`src/hw/tone_regs_pkg.sv`:
```
// constants shared by the tone control configuration registers
package tone_regs_pkg;
  // ************************************************************
  // register subaddresses
  // ************************************************************
  localparam logic [7:0]  BASS_SET_ADDR     = 8'hDA; // bass corner set select
  localparam logic [7:0]  BASS_GAIN_ADDR    = 8'hDB; // bass gain index select
  localparam logic [7:0]  TREBLE_SET_ADDR   = 8'hDC; // treble corner set select
  localparam logic [7:0]  TREBLE_GAIN_ADDR  = 8'hDD; // treble gain index select
  // ************************************************************
  // field layout and values
  // ************************************************************
  localparam int          NUM_GROUPS        = 4;     // channel groups per register
  localparam int          FIELD_W           = 8;     // one byte per group
  localparam int          CODE_W            = 3;     // corner code bits used
  localparam int          SUBWOOFER_LSB     = 24;    // channel 8 field
  localparam int          SURROUND_LSB      = 16;    // channels 6 and 5 field
  localparam int          REAR_LSB          = 8;     // channels 4 and 3 field
  localparam int          FRONT_LSB         = 0;     // channels 7, 2 and 1 field
  localparam logic [31:0] GAIN_RESET        = 32'h12121212; // 0 dB in every group
  localparam logic [31:0] SET_RESET         = 32'h00000000; // no change in every group
  localparam logic [31:0] TREBLE_SET_MASK   = 32'h07070707; // upper five bits reserved
  localparam logic [7:0]  GAIN_ZERO_DB      = 8'h12; // 0 dB index
  localparam logic [7:0]  GAIN_MAX_INDEX    = 8'h24; // -18 dB, largest legal index
  localparam logic [7:0]  CODE_KEEP         = 8'h00; // keep present corner
  localparam logic [7:0]  CODE_LAST_SET     = 8'h05; // corner set five
  localparam logic [2:0]  CORNER_RESET      = 3'h1;  // corner set in use after reset
endpackage : tone_regs_pkg

```
`src/hw/tone_corner_slot.sv`:
```
// one channel group's corner filter set selection
`timescale 1ns/1ps
module tone_corner_slot
  import tone_regs_pkg::*;
(
  input  wire logic         sys_clk_in,   // control clock
  input  wire logic         nrst_in,      // async reset, active low
  input  wire logic         load_in,      // field written this cycle
  input  wire logic [7:0]   code_in,      // written field value
  output logic      [2:0]   corner_out    // corner set in use, 1..5
);
  // ************************************************************
  // code decode
  // ************************************************************
  // codes one to five select, zero and illegal keep
  wire logic code_valid = (code_in != CODE_KEEP) && (code_in <= CODE_LAST_SET);
  wire logic take       = load_in && code_valid;

  // selection flop
  always_ff @(posedge sys_clk_in or negedge nrst_in) begin
    if (!nrst_in) begin
      corner_out <= CORNER_RESET;
    end else if (take) begin
      corner_out <= code_in[2:0];
    end
  end
endmodule : tone_corner_slot

```
`src/hw/tone_control_config_regs.sv`:
```
// bass and treble tone configuration register bank
`timescale 1ns/1ps
// How it works
// bass set: four byte fields, one per group
// code zero keeps corner, one-five select
// host never writes codes six or seven
// surround field is lineout in six-channel mode
// treble set: same bytes, low three bits
// treble code zero keeps, one-five select
// bass gain: four byte indexes, reset 0x12
// bass index linear, 0x12 is 0 dB
// treble gain: same bytes, reset 0x12
// treble index linear, 0x12 is 0 dB
// host never writes index above 0x24
// tone acts only when inline selected
// bass gain at subaddress 0xDB, four bytes
// bass set at subaddress 0xDA
// reads return last written or reset
module tone_control_config_regs
  import tone_regs_pkg::*;
(
  input  wire logic         sys_clk_in,            // control clock, 40 MHz
  input  wire logic         nrst_in,               // async reset, active low
  input  wire logic [7:0]   subaddr_in,            // register subaddress
  input  wire logic         wr_stb_in,             // one-cycle four-byte write
  input  wire logic [31:0]  wr_data_in,            // write word
  input  wire logic         rd_stb_in,             // one-cycle read request
  input  wire logic         tone_inline_in,        // bypass registers set inline
  input  wire logic         six_channel_in,        // six-channel configuration
  output logic      [31:0]  rd_data_out,           // read word
  output logic      [11:0]  bass_corner_out,       // 3 bits per group
  output logic      [11:0]  treble_corner_out,     // 3 bits per group
  output logic      [31:0]  bass_gain_index_out,   // applied bass indexes
  output logic      [31:0]  treble_gain_index_out, // applied treble indexes
  output logic              surround_is_lineout_out // channels 6/5 drive lineout
);
  // ************************************************************
  // storage
  // ************************************************************
  logic [31:0] bass_set_r;     // bass corner set select
  logic [31:0] bass_gain_r;    // bass gain index select
  logic [31:0] treble_set_r;   // treble corner set select
  logic [31:0] treble_gain_r;  // treble gain index select
  logic [31:0] rd_data_nxt;    // read mux
  logic [31:0] bass_eff_nxt;   // applied bass indexes
  logic [31:0] treble_eff_nxt; // applied treble indexes

  // ************************************************************
  // address decode
  // ************************************************************
  // bass set subaddress
  wire logic hit_bass_set    = (subaddr_in == BASS_SET_ADDR);
  // bass gain subaddress
  wire logic hit_bass_gain   = (subaddr_in == BASS_GAIN_ADDR);
  wire logic hit_treble_set  = (subaddr_in == TREBLE_SET_ADDR);
  wire logic hit_treble_gain = (subaddr_in == TREBLE_GAIN_ADDR);
  wire logic wr_bass_set     = wr_stb_in && hit_bass_set;
  wire logic wr_treble_set   = wr_stb_in && hit_treble_set;

  // read mux, unmapped reads as zero
  assign rd_data_nxt = hit_bass_set    ? bass_set_r    :
                       hit_bass_gain   ? bass_gain_r   :
                       hit_treble_set  ? treble_set_r  :
                       hit_treble_gain ? treble_gain_r : 32'h00000000;

  // ************************************************************
  // register writes
  // ************************************************************
  // gain registers reset to 0 dB, whole word written at once
  always_ff @(posedge sys_clk_in or negedge nrst_in) begin
    if (!nrst_in) begin
      bass_set_r    <= SET_RESET;
      bass_gain_r   <= GAIN_RESET;
      treble_set_r  <= SET_RESET;
      treble_gain_r <= GAIN_RESET;
    end else if (wr_stb_in) begin
      if (hit_bass_set)    bass_set_r    <= wr_data_in;
      if (hit_bass_gain)   bass_gain_r   <= wr_data_in;
      // reserved treble bits held at zero
      if (hit_treble_set)  treble_set_r  <= wr_data_in & TREBLE_SET_MASK;
      // treble gain store
      if (hit_treble_gain) treble_gain_r <= wr_data_in;
    end
  end

  // read answer, stands until the next read
  always_ff @(posedge sys_clk_in or negedge nrst_in) begin
    if (!nrst_in) begin
      rd_data_out <= 32'h00000000;
    end else if (rd_stb_in) begin
      rd_data_out <= rd_data_nxt;
    end
  end

  // ************************************************************
  // per-group corner selection and applied gain
  // ************************************************************
  genvar g;
  generate
    for (g = 0; g < NUM_GROUPS; g = g + 1) begin : grp
      // one byte per group, group 3 is channel 8
      // zero or illegal bass code keeps the corner
      tone_corner_slot u_bass (
        .sys_clk_in (sys_clk_in),
        .nrst_in    (nrst_in),
        .load_in    (wr_bass_set),
        .code_in    (wr_data_in[g*FIELD_W +: FIELD_W]),
        .corner_out (bass_corner_out[g*CODE_W +: CODE_W])
      );
      // treble groups decode only the low three bits
      tone_corner_slot u_treble (
        .sys_clk_in (sys_clk_in),
        .nrst_in    (nrst_in),
        .load_in    (wr_treble_set),
        .code_in    (wr_data_in[g*FIELD_W +: FIELD_W] & TREBLE_SET_MASK[7:0]),
        .corner_out (treble_corner_out[g*CODE_W +: CODE_W])
      );
      // bypass forces 0 dB; legal index passes, else clamps
      assign bass_eff_nxt[g*FIELD_W +: FIELD_W] = !tone_inline_in ? GAIN_ZERO_DB :
        (bass_gain_r[g*FIELD_W +: FIELD_W] > GAIN_MAX_INDEX) ? GAIN_MAX_INDEX :
        bass_gain_r[g*FIELD_W +: FIELD_W];
      assign treble_eff_nxt[g*FIELD_W +: FIELD_W] = !tone_inline_in ? GAIN_ZERO_DB :
        (treble_gain_r[g*FIELD_W +: FIELD_W] > GAIN_MAX_INDEX) ? GAIN_MAX_INDEX :
        treble_gain_r[g*FIELD_W +: FIELD_W];
    end
  endgenerate

  // applied gains and channel 6/5 routing
  always_ff @(posedge sys_clk_in or negedge nrst_in) begin
    if (!nrst_in) begin
      bass_gain_index_out     <= GAIN_RESET;
      treble_gain_index_out   <= GAIN_RESET;
      surround_is_lineout_out <= 1'b0;
    end else begin
      bass_gain_index_out     <= bass_eff_nxt;
      treble_gain_index_out   <= treble_eff_nxt;
      // channel 6/5 field follows configuration
      surround_is_lineout_out <= six_channel_in;
    end
  end
endmodule : tone_control_config_regs

```
`config.mk`:
```
export PLATFORM = sky130hd
export DESIGN_NAME = tone_control_config_regs
export DESIGN_NICKNAME = d
export VERILOG_FILES = /design/src/hw/tone_regs_pkg.sv /design/src/hw/tone_corner_slot.sv /design/src/hw/tone_control_config_regs.sv
export SDC_FILE = /design/constraint.sdc
export NUM_CORES = 1
export LEC_CHECK = 0
export BUFFER_PORTS_ARGS = -buffer_cell sky130_fd_sc_hd__buf_2
export CORE_MARGIN = 2
export CORE_UTILIZATION = 35
export CTS_CLUSTER_DIAMETER = 40
export DETAILED_ROUTE_END_ITERATION = 10
export PLACE_DENSITY = 0.53
export SLEW_MARGIN = 40
export SYNTH_ARGS = -nofsm -noshare
export SYNTH_HDL_FRONTEND = slang
export SYNTH_SLANG_ARGS = --single-unit
```
`constraint.sdc`:
```
create_clock -name sys_clk_in -period 1.8 [get_ports sys_clk_in]
set_clock_uncertainty 0.15 [all_clocks]
set_input_delay 0 -clock sys_clk_in [delete_from_list [all_inputs] [get_ports sys_clk_in]]
set_output_delay 0 -clock sys_clk_in [all_outputs]
set_load 0.05 [all_outputs]
```
# After elaboration in Yosys (flattened, before gate mapping)
# Index checks and enable logic that the tools add are counted.
# word_totals
register_bits	229
latchBits	0
ram_bits	0
mem_bits_ro	0
input_bits	46
out_inout_bits	121
word_cells	86
n_memories	0
# classes
addsub	0
mul	0
n_div	0
magnitude_cmp	16
n_eq_ne	4
shift	0
mux	20
n_bitwise	0
reduce_logical	30
# ops
operator	count
$mux W32	4
$mux W8	16
$gt A8 B6 Y1 const B	8
$reduce_bool A8 Y1	8
$eq A8 B8 Y1 const B	4
$le A8 B3 Y1 const B	4
$logic_and A1 B1 Y1	18
$le A3 B3 Y1 const B	4
$reduce_and A2 Y1	4

# Logic depth before layout (Yosys ltp)
# logic_depth
word_depth	5
ltp_mapped	7
depth_no_buf	4

# Cells and area by module
# Synthesis repeated with hierarchy kept, for this count alone.
# hier_totals
hier_cells	754
hier_area_um2	9968.3
# by_module_without_submodules
mod	n_inst	cells_each	area_each_um2	seq_area_each_um2
tone_control_config_regs	1	658	8546.9	5170.0
tone_corner_slot	8	12	177.7	76.3

# Worst setup path after synthesis
# No wires, ideal clock.
# synth_timing
kind	input to register
start	input wr_data_in[3]
end	register grp[0].u_bass.corner_out[1]
setup_time_ns	0.125
t_arrival_ns	1.444
required_ns	1.525
setup_slack_ns	0.081
path_stages	4
n_path_buf	0
path_cell_list	or4_1 or3_4 a211oi_4 mux2_2
# synth_via
elab_chain_len	3
word_cells_on_any_way	4
cone_classes	order compare: 1; reduce/logical: 3
# synth_lines
item	line	rtl
from (decl)	tone_control_config_regs.sv:26	input wire logic [31:0] wr_data_in,
$le A8 B3 Y1 or $reduce_bool A8 Y1 (tied branches)	tone_corner_slot.sv:16	wire logic code_valid = (code_in != CODE_KEEP) && (code_in <= CODE_LAST_SET);
$logic_and A1 B1 Y1 (*)	tone_corner_slot.sv:16	
$logic_and A1 B1 Y1 (*)	tone_corner_slot.sv:17	wire logic take = load_in && code_valid;
to (signal assigned)	tone_corner_slot.sv:24	corner_out <= code_in[2:0];
to (decl)	tone_corner_slot.sv:10	output logic [2:0] corner_out
# Mark *: on every way between the ends. The rest lies on a longest branch, timed or not.
# A chain may end at the register's enable or synchronous reset.

# Worst setup path after layout
# layout_timing
start	input subaddr_in[0]
end	register grp[2].u_treble.corner_out[0]
# layout_via
elab_chain_len	3
# layout_lines
item	line	rtl
from (decl)	tone_control_config_regs.sv:24	input wire logic [7:0] subaddr_in,
$eq A8 B8 Y1	tone_control_config_regs.sv:55	wire logic hit_treble_set = (subaddr_in == TREBLE_SET_ADDR);
$logic_and A1 B1 Y1	tone_control_config_regs.sv:58	wire logic wr_treble_set = wr_stb_in && hit_treble_set;
$logic_and A1 B1 Y1	tone_corner_slot.sv:17	
to (signal assigned)	tone_corner_slot.sv:24	
to (decl)	tone_corner_slot.sv:10	
# No other way between the ends.

==> results.py <==
metrics = {
    "cts": {
        "clk_path_buf_depth": 3,
        "cts-buffers-inserted": 36,
        "clk_latency_ns": 0.51,
        "cts_max_level": 2,
        "clkTransAtPathRegs_ns": 0.06,
        "cts_tree": "built",
        "cts-root-buf": "clkbuf_16",
        "clock-sinks": 229,
    },
    "synth": {
        "synth_compound_area_share_pct": 13.6,
        "yosysTopAreaCellShare_pct": 50.2,
        "synth_top_family_by_area": "compound AO/OA/AOI/OAI gates",
        "synth_xor_area_share_pct": 0.0929,
        "avgSynthCellArea_um2": 11.5,
        "ys_ff_latch": 229,
        "synth-main-ff-cell": "dfrtp_1",
        "ys_types": 40,
        "synth_area_leaders": "dfrtp_1 (50%), dfstp_2 (11%), mux2_2 (11%)",
        "synth_edf_count": 0,
        "muxShareOfSynthArea_pct": 12.0,
        "async_flop_share_pct": 100,
        "syn-cell-area_um2": 9430,
        "yosys_warnings": 0,
        "synthCells": 823,
        "synth_largest_area_cell": "dfrtp_1",
        "synthAdderAreaFrac_pct": 0,
        "synth-seq-area-share_pct": 61.3,
        "synth-simple-area-share_pct": 8.77,
    },
    "setup_path": {
        "crit_path_frequent_cell": "dlygate4sd3_1",
        "crit_arrival_ns": 1.99,
        "r2r_end": "treble_gain_index_out[26]$_DFF_PN0_",
        "critPathBufInv": 5,
        "critPathLaunch": "subaddr_in[0]",
        "critPathMaxStageDelay_ns": 0.57,
        "rrSetupSlack_ns": 0.22,
        "critPathTopFamily": "buffers and inverters",
        "r2r-start": "treble_gain_r[25]$_DFFE_PN1P_",
        "end_kind": "flop",
        "crit_path_max_fanout": 20,
        "path_depth": 8,
        "worstSetupPathType": "input pin to flop",
        "cp-start-kind": "input pin",
        "required_ns": 2.07,
        "path_cells": "buf_2, dlygate4sd3_1, inv_2, nand4_1, buf_4, o21ai_0, o211ai_1, dlygate4sd3_1",
        "reg2reg_depth": 4,
        "slowest_stage": "dlygate4sd3_1",
    },
    "die": {
        "die_area_um2": 28300,
        "fp.dieW_um": 168,
        "core_um2": 26700,
        "initial_utilization_pct": 35.3,
        "io_pins": 167,
        "num_rows": 60,
        "die_y_um": 168,
    },
    "finish": {
        "seqCellArea_um2": 5780,
        "drive_above_1_share_pct": 37.4,
        "multi_input_area_um2": 3320,
        "design_area_um2": 12700,
        "diodes": 0,
        "fin_nets": 1136,
        "fillCellCount": 2514,
        "area_delta_synth_final_pct": 35.1,
    },
    "global_route": {
        "grt_usage_pct": 19.0,
        "overflow": 0,
        "antenna_found_initial": 1,
        "grt_max_degree": 66,
        "first_global_vias": 7193,
        "grt_pass1_wl_mm": 41.9,
    },
    "sta": {
        "setup_violations": 0,
        "min_period_ns": 1.72,
        "hold_viol": 0,
        "drv_slew": 0,
        "rsz0062_at_grt": "no",
        "fmax_mhz": 583,
        "worst_pin_slew_ns": 0.570,
        "holdWs_ns": 0.00402,
        "fin_crit_sh_pct": 95.3,
        "layout_setup_ws_ns": 0.0845,
        "slew_headroom_pct": 62.0,
    },
    "placed_design": {
        "portBuffers": 166,
        "dpl_cell_area_um2": 11000,
        "hpwl_mm": 17.3,
        "place_congestion": 0.775,
        "dp_slack_ns": -0.227,
    },
    "worst_hold_path": {
        "holdCritStartpoint": "wr_data_in[6]",
        "whs_endpoint": "grp[0].u_bass.corner_out[2]$_DFFE_PN0P_",
        "holdPathStages": 5,
        "hold_class": "input pin to flop",
    },
    "pwr": {
        "powerDensity_nw_per_um2": 1080,
        "fin_total_pwr_mw": 13.8,
        "irDropWorstVdd_uv": 507,
        "leakage_nw": 6.21,
    },
    "route": {
        "wl_per_cell_um": 18.1,
        "drt_iter0_markers": 398,
        "drt-pass1-iter-count": 5,
        "drcViolationCount": 0,
        "viasPerCell": 4.90,
        "vias": 7147,
        "ant_nets": 0,
        "drt-total-wl_mm": 26.5,
    },
    "status": {
        "outcome": "finished, final reports clean",
    },
    "run": {
        "drv_cap": 0,
    },
}
[what timing repair did]
action / in CTS / in global routing
endpoints found under the setup margin: 0 / 4
hold endpoints to repair: 430 / 0
hold buffers: 45 / 0
resized for setup: 0 / 4
setup buffers: 0 / 2
[through the flow]
stage | setup TNS, ns | utilization (%) | cells
2_1_floorplan | 0 | - | 838
3_3_place_gp | -1.13 | 41.2 | 1346
3_5_place_dp | -1.13 | 41.2 | 1346
4_1_cts | 0 | 47.6 | 1456
5_1_grt | 0 | 47.7 | 1458
6_report | 0 | 47.7 | 1458
[placed cells by master, fill, tap and decap left out, types with 3 or more instances in the layout]
master         instances
a211o_1                8
a21boi_0              20
a21oi_1               18
a22oi_1                3
a32oi_1                4
and2_1                 3
and3_1                 7
buf_12                 7
buf_2                165
buf_4                 43
bufinv_16              4
clkbuf_16             37
clkbuf_8               5
clkinv_2               6
clkinv_4               3
conb_1                16
dfrtp_1              189
dfstp_2               40
dlygate4sd3_1         45
inv_1                 49
inv_6                  4
mux2_2                90
mux2i_1               12
nand2_1               78
nand3_1                7
nand3b_1               3
nand4_1                4
nor2_1                35
nor2b_1                9
nor3_1                20
o211ai_1              10
o21ai_0              115
o221ai_1               4
o22ai_1               28
[flip-flops by register name (all words and copies together) (netlist names)]
name,flops
bass_gain_index_out,32
grp.u_bass.corner_out,12
treble_gain_index_out,32
bass_gain_r,32
surround_is_lineout_out,1
rd_data_out,32
treble_set_r,12
bass_set_r,32
treble_gain_r,32
grp.u_treble.corner_out,12
[synthesized netlist by cell type, drive strengths merged (3+ instances only)]
master,instances
dfrtp,189
dfstp,40
o22ai,28
a211oi,3
a22oi,3
a211o,8
nand3,7
nor2,35
nand3b,3
nor3,20
and3,7
a21boi,20
and2,3
mux2,90
o211ai,10
buf,15
nor2b,9
nand4,5
clkbuf,34
o21ai,115
mux2i,12
a32oi,4
o221ai,4
a21oi,18
inv,50
nand2,78
[final cells by class]
| class | instances | area share (%) |
|---|---|---|
| Clock buffer | 44 | 7.87 |
| Clock inverter | 21 | 1.95 |
| Inverter | 51 | 1.50 |
| Multi-Input combinational cell | 509 | 26.0 |
| Sequential cell | 229 | 45.4 |
| Tap cell | 341 | 3.35 |
| Timing Repair Buffer | 263 | 13.9 |
[power by group]
part | leakage, nW | internal (mW) | switching (mW) | total [mW]
clock | 0.617 | 4.58 | 2.52 | 7.10
combinational | 2.64 | 0.389 | 0.789 | 1.18
sequential | 2.95 | 5.38 | 0.119 | 5.50
[worst max path at each step]
stage | end | slack, ns
2_1_floorplan | grp[0].u_bass.corner_out[1]$_DFFE_PN0P_ | 0.08
3_3_place_gp | grp[2].u_bass.corner_out[1]$_DFFE_PN0P_ | -0.22
3_5_place_dp | grp[2].u_bass.corner_out[1]$_DFFE_PN0P_ | -0.23
4_1_cts | grp[2].u_treble.corner_out[0]$_DFFE_PN1P_ | 0.02
5_1_grt | grp[3].u_treble.corner_out[0]$_DFFE_PN1P_ | 0.03
6_report | grp[2].u_treble.corner_out[0]$_DFFE_PN1P_ | 0.08
[layer usage]
metal  GRT usage (%)  vias up  part of all wire [%]
met5               0        -                     0
met2            28.7      198                    44
met3            3.97       27                   5.7
li1                -     3412                     -
met4            4.76        0                   1.6
met1            28.0     3510                    48
[worst min-delay path: stages]
cell and delay [ns]:
buf_2 0.08, or4_1 0.14, or3_4 0.15, a211oi_4 0.05
mux2_2 0.21
[cells by family after synthesis]
kind of cell	after synthesis
buffers and inverters	100
flip-flops	229
AND/OR/NAND/NOR	176
other	1
multiplexers	102
AO/OA/AOI/OAI	214
XOR/XNOR	1
No activity file was read; power rests on OpenSTA's default activity.
